--- config.mk ---
export PLATFORM = sky130hd
export DESIGN_NAME = acc_ctrl
export DESIGN_NICKNAME = d
export VERILOG_FILES = /design/src/shared/acc_pkg.sv /design/src/core/acc_cmp_chan.sv /design/src/core/acc_ctrl.sv
export SDC_FILE = /design/constraint.sdc
export NUM_CORES = 1
export LEC_CHECK = 0
export ABC_CLOCK_PERIOD_IN_PS = 1400
export BUFFER_PORTS_ARGS = -buffer_cell sky130_fd_sc_hd__buf_2
export CAP_MARGIN = 10
export CORE_MARGIN = 2
export CORE_UTILIZATION = 45
export DETAILED_ROUTE_END_ITERATION = 8
export PLACE_DENSITY = 0.83
export SLEW_MARGIN = 20
export SYNTH_ARGS = -nofsm -noshare
export SYNTH_HDL_FRONTEND = slang
export SYNTH_SLANG_ARGS = --single-unit
--- constraint.sdc ---
create_clock -name clk_i -period 1.4 [get_ports clk_i]
set_input_delay 0.14 -clock clk_i [delete_from_list [all_inputs] [get_ports clk_i]]
set_output_delay 0.14 -clock clk_i [all_outputs]
set_load 0.05 [all_outputs]
--- src/shared/acc_pkg.sv ---
// package: register map, field positions and types for the comparator control block
package acc_pkg;

  // register offsets (register bus address, 9 bits)
  localparam logic [8:0] ACC_CMP1_CTRL_OFS = 9'h119;
  localparam logic [8:0] ACC_CMP2_CTRL_OFS = 9'h11A;
  localparam logic [8:0] ACC_CMP2_AUX_OFS = 9'h11B;

  // field positions of the main control registers
  localparam int ACC_ON_BIT = 7;
  localparam int ACC_RESULT_BIT = 6;
  localparam int ACC_PIN_BIT = 5;
  localparam int ACC_INV_BIT = 4;
  localparam int ACC_SPEED_BIT = 3;
  localparam int ACC_REF_BIT = 2;
  localparam int ACC_CH_LSB = 0;

  // field positions of the auxiliary register
  localparam int ACC_MIRROR1_BIT = 7;
  localparam int ACC_MIRROR2_BIT = 6;
  localparam int ACC_SYNC_BIT = 0;

  // reset value and write masks
  localparam logic [7:0] ACC_CTRL_RST = 8'h00;
  localparam logic [7:0] ACC_WMASK_CTRL = 8'hBF;
  localparam logic [7:0] ACC_WMASK_AUX = 8'h01;

  // analog input channel numbering: code 0 selects input 4
  localparam logic [2:0] ACC_CH_BASE = 3'h4;

  // register bus request
  typedef struct packed {
    logic [8:0] addr;
    logic [7:0] wdata;
    logic wr;
    logic rd;
  } acc_bus_req_t;

  // settings one comparator needs from its control register
  typedef struct packed {
    logic on;
    logic pin_drive;
    logic invert;
    logic speed;
    logic ref_select;
    logic [1:0] channel;
  } acc_cmp_cfg_t;

endpackage : acc_pkg

--- src/core/acc_cmp_chan.sv ---
// one comparator channel: control register fields, polarity and result latch
`timescale 1ns/1ns
`default_nettype none
module acc_cmp_chan
  import acc_pkg::*;
(
  input wire logic clk_i,
  input wire logic rst_n_i,
  input wire logic wr_i,
  input wire logic [7:0] wdata_i,
  input wire logic raw_i,
  input wire logic cycle_end_i,
  output acc_pkg::acc_cmp_cfg_t cfg_o,
  output logic result_o,
  output logic pin_o,
  output logic [7:0] reg_o
);
  import acc_pkg::*;

  logic [7:0] ctrl_r;
  logic [7:0] ctrl_nxt;
  logic result_r;
  logic result_nxt;
  logic polar;

  always_comb begin
    ctrl_nxt = ctrl_r;
    if (wr_i) begin
      ctrl_nxt = wdata_i & ACC_WMASK_CTRL;
    end
  end

  // off comparator contributes zero: the pin path drops to 0 at once, the result bit reads 0 after the next cycle end
  assign polar = ctrl_r[ACC_ON_BIT] & (raw_i ^ ctrl_r[ACC_INV_BIT]);

  always_comb begin
    result_nxt = result_r;
    if (cycle_end_i) begin
      result_nxt = polar;
    end
  end

  always_ff @(posedge clk_i or negedge rst_n_i) begin
    if (!rst_n_i) begin
      ctrl_r <= ACC_CTRL_RST;
      result_r <= 1'b0;
    end else begin
      ctrl_r <= ctrl_nxt;
      result_r <= result_nxt;
    end
  end

  assign cfg_o = '{on: ctrl_r[ACC_ON_BIT], pin_drive: ctrl_r[ACC_PIN_BIT],
                   invert: ctrl_r[ACC_INV_BIT], speed: ctrl_r[ACC_SPEED_BIT],
                   ref_select: ctrl_r[ACC_REF_BIT], channel: ctrl_r[ACC_CH_LSB +: 2]};
  assign result_o = result_r;
  // pin path bypasses the latch
  assign pin_o = polar;
  assign reg_o = {ctrl_r[7], result_r, ctrl_r[5:0]};
endmodule : acc_cmp_chan
`default_nettype wire

--- src/core/acc_ctrl.sv ---
// top: register bank for the two analog comparators
//
// Implementation choice: the plain strobed port.
`timescale 1ns/1ns
`default_nettype none
module acc_ctrl
  import acc_pkg::*;
(
  input wire logic clk_i,
  input wire logic rst_n_i,
  input wire logic [8:0] addr_i,
  input wire logic [7:0] wdata_i,
  input wire logic wr_i,
  input wire logic rd_i,
  output logic [7:0] rdata_o,
  input wire logic cycle_end_i,
  input wire logic cmp1_raw_i,
  input wire logic cmp2_raw_i,
  input wire logic t1_clk_fall_i,
  output acc_pkg::acc_cmp_cfg_t cmp1_cfg_o,
  output acc_pkg::acc_cmp_cfg_t cmp2_cfg_o,
  output logic [2:0] cmp1_input_o,
  output logic [2:0] cmp2_input_o,
  output logic cmp1_pin_o,
  output logic cmp1_pin_oe_o,
  output logic cmp2_pin_o,
  output logic cmp2_pin_oe_o,
  output logic cmp2_sync_o
);
  import acc_pkg::*;

  // ----------------------------------------
  // decode
  // ----------------------------------------
  acc_bus_req_t req;
  assign req = '{addr: addr_i, wdata: wdata_i, wr: wr_i, rd: rd_i};

  function automatic logic [2:0] chan_to_input(input logic [1:0] code);
    chan_to_input = ACC_CH_BASE + {1'b0, code};
  endfunction : chan_to_input

  logic wr1;
  logic wr2;
  logic wr_aux;
  assign wr1 = req.wr && (req.addr == ACC_CMP1_CTRL_OFS);
  assign wr2 = req.wr && (req.addr == ACC_CMP2_CTRL_OFS);
  assign wr_aux = req.wr && (req.addr == ACC_CMP2_AUX_OFS);

  // ----------------------------------------
  // comparator channels
  // ----------------------------------------
  logic res1;
  logic res2;
  logic pin1;
  logic pin2raw;
  logic [7:0] reg1;
  logic [7:0] reg2;

  acc_cmp_chan u_cmp1 (
    .clk_i(clk_i),
    .rst_n_i(rst_n_i),
    .wr_i(wr1),
    .wdata_i(req.wdata),
    .raw_i(cmp1_raw_i),
    .cycle_end_i(cycle_end_i),
    .cfg_o(cmp1_cfg_o),
    .result_o(res1),
    .pin_o(pin1),
    .reg_o(reg1)
  );

  acc_cmp_chan u_cmp2 (
    .clk_i(clk_i),
    .rst_n_i(rst_n_i),
    .wr_i(wr2),
    .wdata_i(req.wdata),
    .raw_i(cmp2_raw_i),
    .cycle_end_i(cycle_end_i),
    .cfg_o(cmp2_cfg_o),
    .result_o(res2),
    .pin_o(pin2raw),
    .reg_o(reg2)
  );

  assign cmp1_input_o = chan_to_input(cmp1_cfg_o.channel);
  assign cmp2_input_o = chan_to_input(cmp2_cfg_o.channel);

  // ----------------------------------------
  // auxiliary register and pin outputs
  // ----------------------------------------
  logic sync_r;
  logic sync_nxt;
  logic pin2_sync_r;
  logic pin2_sync_nxt;
  logic [7:0] rdata_r;
  logic [7:0] rdata_nxt;

  always_comb begin
    sync_nxt = sync_r;
    if (wr_aux) begin
      sync_nxt = req.wdata[ACC_SYNC_BIT];
    end
    pin2_sync_nxt = pin2_sync_r;
    if (t1_clk_fall_i) begin
      pin2_sync_nxt = pin2raw;
    end
  end

  assign cmp1_pin_o = pin1;
  assign cmp1_pin_oe_o = cmp1_cfg_o.pin_drive;
  assign cmp2_pin_o = sync_r ? pin2_sync_r : pin2raw;
  assign cmp2_pin_oe_o = cmp2_cfg_o.pin_drive;
  assign cmp2_sync_o = sync_r;

  // ----------------------------------------
  // read data, one cycle after the strobe
  // ----------------------------------------
  always_comb begin
    rdata_nxt = 8'h00;
    if (req.rd) begin
      case (req.addr)
        ACC_CMP1_CTRL_OFS: rdata_nxt = reg1;
        ACC_CMP2_CTRL_OFS: rdata_nxt = reg2;
        ACC_CMP2_AUX_OFS: rdata_nxt = {res1, res2, 5'h00, sync_r};
        default: rdata_nxt = 8'h00;
      endcase
    end
  end

  always_ff @(posedge clk_i or negedge rst_n_i) begin
    if (!rst_n_i) begin
      sync_r <= 1'b0;
      pin2_sync_r <= 1'b0;
      rdata_r <= 8'h00;
    end else begin
      sync_r <= sync_nxt;
      pin2_sync_r <= pin2_sync_nxt;
      rdata_r <= rdata_nxt;
    end
  end
  assign rdata_o = rdata_r;

  // ----------------------------------------
  // checks
  // ----------------------------------------
  property p_enable;
    @(posedge clk_i) disable iff (!rst_n_i)
    wr1 |=> (cmp1_cfg_o.on == $past(wdata_i[7]));
  endproperty
  a_enable: assert property (p_enable) else $error("enable bit not stored");

  property p_result;
    @(posedge clk_i) disable iff (!rst_n_i)
    cycle_end_i |=> (res1 == ($past(cmp1_cfg_o.on) &
                              ($past(cmp1_raw_i) ^ $past(cmp1_cfg_o.invert))));
  endproperty
  a_result: assert property (p_result) else $error("latched result wrong");

  property p_pin;
    @(posedge clk_i) disable iff (!rst_n_i)
    wr1 |=> (cmp1_pin_oe_o == $past(wdata_i[ACC_PIN_BIT]));
  endproperty
  a_pin: assert property (p_pin) else $error("pin enable mismatch");

  property p_invert;
    @(posedge clk_i) disable iff (!rst_n_i)
    cmp1_cfg_o.on |-> (cmp1_pin_o == (cmp1_raw_i ^ cmp1_cfg_o.invert));
  endproperty
  a_invert: assert property (p_invert) else $error("polarity wrong");

  property p_speed;
    @(posedge clk_i) disable iff (!rst_n_i)
    wr1 |=> (cmp1_cfg_o.speed == $past(wdata_i[3]));
  endproperty
  a_speed: assert property (p_speed) else $error("speed bit not stored");

  property p_ref;
    @(posedge clk_i) disable iff (!rst_n_i)
    wr1 |=> (cmp1_cfg_o.ref_select == $past(wdata_i[2]));
  endproperty
  a_ref: assert property (p_ref) else $error("reference bit not stored");

  property p_chan;
    @(posedge clk_i) disable iff (!rst_n_i)
    cmp1_input_o == {1'b1, cmp1_cfg_o.channel};
  endproperty
  a_chan: assert property (p_chan) else $error("channel map wrong");

  property p_hold;
    @(posedge clk_i) disable iff (!rst_n_i)
    !cycle_end_i |=> $stable(res1);
  endproperty
  a_hold: assert property (p_hold) else $error("result changed mid cycle");

  property p_ro;
    @(posedge clk_i) disable iff (!rst_n_i)
    (rd_i && addr_i == ACC_CMP1_CTRL_OFS) |=> (rdata_o[6] == $past(res1));
  endproperty
  a_ro: assert property (p_ro) else $error("result bit not read-only");
endmodule : acc_ctrl
`default_nettype wire

==> Word level (Yosys, flattened, before mapping) <==
Cells that the tools add are included.
{ "classes": {"n_addsub": 2, "mul": 0, "div_mod_pow": 0, "n_lt_le_gt_ge": 0, "eq_ne": 3, "n_shift": 0, "n_mux": 3, "bitwise": 4, "reduce_logical": 3} }
{ "op_table": {"columns": ["cell", "count"], "rows": [
  ["9-bit equality test (second input constant)", 3],
  ["8-bit one-hot mux with 3 select lines", 1],
  ["8-bit two-way mux", 1],
  ["3-bit by 2-bit adder with 3-bit output (first input constant)", 2],
  ["1-bit logical AND", 3],
  ["1-bit bitwise AND", 2],
  ["1-bit bitwise XOR", 2],
  ["1-bit two-way mux", 1]
]} }
{ "totals": {"ff_bits": 26, "latchBits": 0, "ramBits": 0, "mem_bits_ro": 0, "in_bits": 25, "out_inout_bits": 33, "memories": 0} }

==> Longest topological paths before layout <==
Gate-level depths: netlist (run 1).
{ "logic_depth": {"word_depth": 3, "depth_mapped": 4} }

==> Modules after synthesis <==
From an unflattened synthesis (run 1), not the netlist that was laid out.
{ "unflattened": {"hier_cells": 107, "hier_area_um2": 1362.6} }
{ "by_module_without_submodules": {"columns": ["mod", "instances", "cells_per_inst", "area_per_inst_um2", "seq_area_each_um2"], "rows": [
  ["acc_cmp_chan", 2, 28, 406.6, 200.2],
  ["acc_ctrl", 1, 51, 549.3, 250.2]
]} }

==> Worst setup path before layout (run 1) <==
No wires, ideal clock.
{ "synth_path": {"path_kind": "register -> register", "from": "reg u_cmp1.ctrl_r[4]", "to": "reg u_cmp1.result_r (netlist: u_cmp1.result_o)", "setup_time_ps": 125, "t_arrival_ps": 1466, "path_slack_ps": -191, "stages_incl_launch_ff": 4, "n_path_buf": 0, "synth_period_minus_slack_ps": 1591, "path_cell_list": "dfrtp_1 > xor2_1 > and2_1 > mux2_2"} }
{ "synth_between": {"elab_chain_cells": 2} }
{ "synth_rtl": {"columns": ["element", "line", "source"], "rows": [
  ["start, declared", "acc_cmp_chan.sv:20", "logic [7:0] ctrl_r;"],
  ["start signal, assigned", "acc_cmp_chan.sv:48", "ctrl_r <= ctrl_nxt;"],
  ["1-bit bitwise XOR", "acc_cmp_chan.sv:34", "assign polar = ctrl_r[ACC_ON_BIT] & (raw_i ^ ctrl_r[ACC_INV_BIT]);"],
  ["1-bit bitwise AND", "acc_cmp_chan.sv:34", null],
  ["net cmp1_pin_o", "acc_ctrl.sv:24", "output logic cmp1_pin_o,"],
  ["end signal, assigned", "acc_cmp_chan.sv:49", "result_r <= result_nxt;"],
  ["end, declared", "acc_cmp_chan.sv:22", "logic result_r;"]
]} }
The timed path passes the listed nets, and every way through them passes these cells.
A chain may end at the register's enable or synchronous reset.

==> Worst setup path after layout (run 1) <==
{ "layout_path": {"from": "reg u_cmp2.ctrl_r[4]", "to": "out cmp2_pin_o"} }
{ "layout_between": {"elab_chain_cells": 3} }
{ "layout_rtl": {"columns": ["element", "line", "source"], "rows": [
  ["start, declared", "acc_cmp_chan.sv:20", null],
  ["start signal, assigned", "acc_cmp_chan.sv:48", null],
  ["1-bit bitwise XOR", "acc_cmp_chan.sv:34", null],
  ["1-bit bitwise AND", "acc_cmp_chan.sv:34", null],
  ["1-bit two-way mux", "acc_ctrl.sv:111", "assign cmp2_pin_o = sync_r ? pin2_sync_r : pin2raw;"],
  ["end, declared", "acc_ctrl.sv:26", "output logic cmp2_pin_o,"]
]} }
Every way passes these cells.

==> results.md, run 1 <==
- Worst-case clock buffer depth: 2
- CTS Buf Count: 3
- Synth Cell Area: between 1000 and 1500 um^2
- Kind of critical path: register to output pin
- Crit path capture: cmp2_pin_o
- Critical Path Sink Type: output pin
- Mean number of vias per cell: 5.20
- Leak: 0.876 nW
- Die Area: just over 3000 um^2
- GRT busiest layer: met2
- Syn. warnings: 0
- Die extent in x: approximately 55 um
- Synth Instances: between 80 and 90
- Slowest stage delay, CP: between 0.4 and 0.5 ns
- Initial Utilization: 0.477
- Worst setup SP type: register
- # setup viols final: 1
- Port bufs: 54
- Cell Rows: 18
- Inst Count DP: around 170
- Global-route usage over all layers: 0.181
- Slew HR: 0.620
- N_diodes: 0
- Clock net sink count: 26
- R2R Path Start: u_cmp1.ctrl_r[4]
- Global route total overflow: 0
- Reg2Reg Depth: 3
- Placeable core area: between 2000 and 2500 um^2
- Slew Limit Fails: 0
- Minimum clock period: roughly 1.6 ns
- Layout Nets: 170
- Reg2Reg Setup Slack: around 0.27 ns
- Clock latency on the worst-skew pair: 0.31 ns
- Initial antenna violation count: 0
- Largest net degree at the start of global routing: 27
- Iteration-0 DRC Markers: 19
- Gp weighted congestion: roughly 0.74
- Fmax: between 600 and 700 MHz
- RSZ-0062 raised after global routing: yes
- Post-synthesis area per instance: 13.6 um^2
- Vias in the first global route: between 900 and 1,000
- Met3 usage: 0.0304
- Met2 Track Usage GR: 0.333
- H-tree level count: 1
- CP startpoint: u_cmp2.ctrl_r[4]
- Layout cell share with drive strength beyond 1: 0.653
- Fillers: ~210
- CTS clock-pin slew for the worst setup and hold paths: roughly 0.13 ns
- Via count: slightly above 900
- Post-layout instance count excluding filler cells: between 150 and 200
- Power density over cell area: roughly 880 nW/um^2
- Routed len/inst: roughly 15 um
- Clock Tree Root: clkbuf_4
- First-pass GRT wire length: roughly 4400 um
- Num ports: 58
- Critical path required time: about 1.3 ns
- Hold Violations, Final: 0
- Final WS setup: -0.200 ns
- Hold_ws: 0.0562 ns
- DRC: 0
- WL final: ~2600 um
- Pre-antenna DRT Iters: 4
- Status: finished, violations left
- Critical-path top delay cell: dfrtp_2
- Synth cell types: 19
- Chip height: approximately 55 um
- P&R area growth vs syn: 31.0%
- Violated checks: negative setup slack
- Final Skew: between 0.0004 and 0.0005 ns
- Routed Antenna Nets: 0
- CP max FO: 3
- Seq cells post-synth: 26
- Met1 GRT Util: 0.201
- Max VDD drop: 700 uV
- Sequential area share after synthesis: 0.551
- Max cap viols: 0
- Critical-path cell list: xor2_1 -> and2_4 -> mux2_4 -> buf_8
- Hpwl dp: between 1500 and 2000 um
- Tcrit/Tclk final: 1.14
- Min-delay src: wdata_i[4]
- HP Class: primary input to register
- CTS tree: yes
- Pin slew with the least headroom to its limit: roughly 0.57 ns
- Reg-to-Reg End: u_cmp1.result_o
- Arrival @ worst endpoint: approximately 1.5 ns
## power breakdown
part / switching [W] / internal [W]
sequential: 0.0000109 / 0.000764
clock: 0.000214 / 0.000159
combinational: 0.000136 / 0.0000712
total: 0.000361 / 0.000994
## logic make-up after synthesis
group,Yosys count,synth area share
DFF,26,0.551
muxes,21,0.200
and+or+nand+nor,20,0.125
buffers and inverters,9,0.0572
AOI/OAI and AO/OA,8,0.0487
xor gates and xnor gates,2,0.0148
other,1,0.00317
## final cells by class
cell class | instances | area [um^2] | share of cell area
Clock buffer | 4 | 36.3 | 0.0234
Timing Repair Buffer | 61 | 345 | 0.223
Tap cell | 30 | 37.5 | 0.0243
Sequential cell | 26 | 653 | 0.422
Multi-Input combinational cell | 53 | 475 | 0.307
## routing by layer
metal	part of all wire	wire, um
met1	0.39	1030
met2	0.54	1410
met3	0.056	147
met4	0.010	27
met5	0	0
## flip-flops by register name, indices dropped and copies added, names as in the netlist
signal,cells
u_cmp1.ctrl_r,7
u_cmp1.result_o,1
u_cmp2.result_o,1
u_cmp2.ctrl_r,7
rdata_o,8
pin2_sync_r,1
cmp2_sync_o,1
## cell usage after synthesis
cell type | count | area [um^2]
mux2_2 | 21 | 236
nand3_1 | 1 | 5.00
and4bb_2 | 1 | 12.5
nand4_1 | 1 | 6.26
nor2_1 | 7 | 26.3
nor3b_4 | 1 | 18.8
conb_1 | 1 | 3.75
nor2b_1 | 1 | 6.26
buf_4 | 9 | 67.6
nand4_2 | 1 | 12.5
a21oi_1 | 1 | 5.00
nand2_1 | 1 | 3.75
and2b_2 | 1 | 8.76
and2_1 | 3 | 18.8
a22oi_1 | 7 | 52.6
nand4_4 | 1 | 21.3
nand3b_1 | 1 | 7.51
xor2_1 | 2 | 17.5
dfrtp_1 | 26 | 651
## worst max-delay path: cells and delay by family (launching register included)
kind	cells	cell delay [ns]
and+or+nand+nor	1	0.14
xor gates and xnor gates	1	0.14
buffers and inverters	1	0.15
DFF	1	0.44
muxes	1	0.27
## repair_timing
action / 4_1_cts / 5_1_grt
setup endpoints to repair: 2 / 2
pin swaps: 2 / 0
buffers inserted: 2 / 0
endpoints found under the hold margin: 26 / 0
gates resized for setup: 5 / 4
hold buffers: 1 / 0
## worst min path at each step
stage,end,slack (ns),cells after the start
3_5_place_dp,u_cmp2.ctrl_r[7],0.17,1
3_3_place_gp,u_cmp1.result_o,0.15,1
4_1_cts,u_cmp2.ctrl_r[4],0.05,2
6_report,u_cmp2.ctrl_r[4],0.06,2
5_1_grt,pin2_sync_r,0.05,2
2_1_floorplan,cmp2_sync_o,-0.16,0
## metrics by stage
| stage | setup TNS (ns) | setup WS [ns] | cell area (um^2) | util | total power, W |
|---|---|---|---|---|---|
| CTS | -0.222 | -0.222 | 1540 | 0.620 | 0.00137 |
| global placement | 0 | 0.0702 | 1460 | 0.588 | 0.000983 |
| finish | -0.200 | -0.200 | 1550 | 0.625 | 0.00136 |
| floorplan | -0.0814 | -0.0814 | 1190 | - | 0.000913 |
| global route | -0.275 | -0.253 | 1550 | 0.625 | 0.00141 |
| detailed placement | 0 | 0.0550 | 1460 | 0.588 | 0.000990 |
## cell usage in the layout (no fill, tap or decap)
cell type / instances
and2_4: 2
and4bb_2: 1
buf_8: 2
nor2b_1: 1
a21oi_1: 1
dlygate4sd3_1: 1
nand4_4: 1
mux2_4: 1
conb_1: 2
nor2_1: 7
a22oi_1: 7
dfrtp_2: 2
buf_2: 52
dfrtp_1: 24
mux2_2: 20
and2_1: 1
buf_4: 6
nand3_1: 1
nor3b_4: 1
nand4_2: 1
clkbuf_8: 1
and2b_2: 1
xor2_1: 2
clkbuf_4: 3
nand4_1: 1
nand3b_1: 1
nand2_1: 1
(Power assumes the default switching activity.)
==> run 2, diff against run 1 <==
--- a/config.mk
+++ b/config.mk
@@ -5,7 +5,7 @@
 export SDC_FILE = /design/constraint.sdc
 export NUM_CORES = 1
 export LEC_CHECK = 0
-export ABC_CLOCK_PERIOD_IN_PS = 1400
+export ABC_CLOCK_PERIOD_IN_PS = 1800
 export BUFFER_PORTS_ARGS = -buffer_cell sky130_fd_sc_hd__buf_2
 export CAP_MARGIN = 10
 export CORE_MARGIN = 2
==> constraint.sdc (replaced) <==
create_clock -name clk_i -period 1.8 [get_ports clk_i]
set_input_delay 0.18 -clock clk_i [delete_from_list [all_inputs] [get_ports clk_i]]
set_output_delay 0.18 -clock clk_i [all_outputs]
set_load 0.05 [all_outputs]
==> run 2 against run 1 <==
Compared with the run above:
- the run now ends clean
- global-route usage shrank 0.37 points
- register-to-register slack gained 0.40 ns
- die area unchanged
- critical path depth is the same
==> results.md, run 2 (synthesis results as in run 1) <==
- Worst setup SP type: register
- P&R area growth vs syn: 24.7%
- R2R Path Start: u_cmp1.ctrl_r[4]
- Chip height: around 55 um
- Pre-antenna DRT Iters: 5
- Met1 GRT Util: 0.202
- CTS Buf Count: 3
- Gate power share: 0.154
- Sw frac: 0.275
- # setup viols final: 0
- Pin slew with the least headroom to its limit: 0.575 ns
- Tcrit/Tclk final: 0.954
- Slew HR: 0.617
- H-tree level count: 1
- Met3 usage: 0.0234
- Initial antenna violation count: 0
- Slowest stage delay, CP: about 0.42 ns
- Hold_ws: roughly 0.11 ns
- Via count: approximately 870
- Met2 Track Usage GR: 0.333
- Status: complete, no violations
- Placeable core area: about 2500 um^2
- CTS tree: yes
- Cell Rows: 18
- Reg2Reg Setup Slack: between 0.6 and 0.7 ns
- DRC: 0
- Hpwl dp: roughly 2000 um
- Critical-path cell list: xor2_1 -> and2_1 -> mux2_2 -> buf_2
- Leak: approximately 0.84 nW
- Gp weighted congestion: 0.705
- Port bufs: 54
- RSZ-0062 raised after global routing: no
- Reg-to-Reg End: u_cmp1.result_o
- Most common cell after layout, fill and taps aside: buf_2
- Mean number of vias per cell: 5.12
- Critical path required time: ~1.6 ns
- Max VDD drop: roughly 430 uV
- Die extent in x: roughly 55 um
- Largest register FFs: 8
- First-pass GRT wire length: about 4200 um
- Initial Utilization: 0.477
- Setup_tns: 0 ns
- Kind of critical path: register to output pin
- Total chip power: around 0.001 W
- Fmax: a little under 600 MHz
- Switching power: about 0.00027 W
- Critical Path Sink Type: output pin
- Critical-path top delay cell: dfrtp_1
- Slew Limit Fails: 0
- HP Class: primary input to register
- Max cap viols: 0
- CP max FO: 3
- Worst-case clock buffer depth: 2
- Vias in the first global route: around 910
- Layout cell share with drive strength beyond 1: 0.612
- Arrival @ worst endpoint: 1.54 ns
- Iteration-0 DRC Markers: 15
- Final WS setup: just over 0.08 ns
- Commonest non-fill, non-tap cells in the layout: buf_2, dfrtp_1, mux2_2
- Clock net sink count: 26
- Minimum clock period: about 1.7 ns
- Clock Tree Root: clkbuf_4
- GRT busiest layer: met2
- Reg2Reg Depth: 3
- Hold Violations, Final: 0
- Pre-CTS setup slack: approximately 0.36 ns
- Core Util, Final: 0.594
- Int Pwr: 0.000722 W
- Power density over cell area: between 600 and 700 nW/um^2
- Die Area: approximately 3100 um^2
- Clock power share: 0.240
- Routed Antenna Nets: 0
- Crit path capture: cmp2_pin_o
- Global route total overflow: 0
- Num ports: just under 60
- WL final: around 2600 um
- CP startpoint: u_cmp2.ctrl_r[4]
- Power share of the sequential group: 0.605
- Global-route usage over all layers: 0.177
- Final Skew: between 0.005 and 0.006 ns
- N_diodes: 0
- CTS clock-pin slew for the worst setup and hold paths: roughly 0.13 ns
- Layout Nets: between 150 and 200
- Clock latency on the worst-skew pair: 0.31 ns
- Routed len/inst: 15.5 um
- Largest net degree at the start of global routing: 27
- Post-CTS Resized: 0
run 2: cell count changes in the layout (fill, tap and decap cells not counted):
cell and change:
buf_2 +2, clkbuf_8 -1, mux2_2 +1, mux2_4 -1, and2_4 -2, buf_8 -2
and2_1 +2, dfrtp_2 -2, buf_4 -4, dfrtp_1 +2
run 2: critical path: cells and delay by family (launching register included):
| family | cells | cell delay (ns) |
|---|---|---|
| AND/OR/NAND/NOR | 1 | 0.18 |
| multiplexers | 1 | 0.26 |
| XOR/XNOR | 1 | 0.16 |
| buffers and inverters | 1 | 0.21 |
| flip-flops | 1 | 0.42 |
run 2: final cells by class:
class	instances	area (um^2)
Fill cell	221	1000
Sequential cell	26	651
Multi-Input combinational cell	53	467
Timing Repair Buffer	57	295
Tap cell	30	37.5
Clock buffer	3	22.5
run 2: timing repair:
item	4_1_cts	5_1_grt
buffers inserted	0	1
endpoints found under the hold margin	26	0
hold buffers	1	0
setup endpoints to repair	0	1
run 2: layer usage:
metal	wire length, um	vias up
met1	1010	430
li1	-	405
met2	1460	29
met5	0	-
met3	131	2
met4	19	0
run 2: worst min path at each step:
stage                       start  depth (start not counted)          endpoint  slack [ns]
global placement          rst_n_i                          1   u_cmp1.result_o        0.19
global route        t1_clk_fall_i                          2       pin2_sync_r        0.10
CTS                    wdata_i[2]                          2  u_cmp2.ctrl_r[2]        0.09
finish                 wdata_i[2]                          2  u_cmp2.ctrl_r[2]        0.11
floorplan                 rst_n_i                          0       cmp2_sync_o       -0.12
detailed placement        rst_n_i                          1  u_cmp2.ctrl_r[4]        0.21
run 2: metrics by stage:
stage / cell area (um^2) / instances
after floorplan: 1180 / 88
after global placement: 1430 / 164
final: 1470 / 169
after CTS: 1470 / 168
after detailed placement: 1430 / 164
after global routing: 1470 / 169
run 2: power by group through the flow:
stage	combinational, W	clock (W)	sequential (W)
floorplan	0.0000644	0	0.000645
global placement	0.000147	0	0.000613
detailed placement	0.000152	0	0.000614
CTS	0.000155	0.000247	0.000603
global route	0.000165	0.000260	0.000605
finish	0.000154	0.000239	0.000603
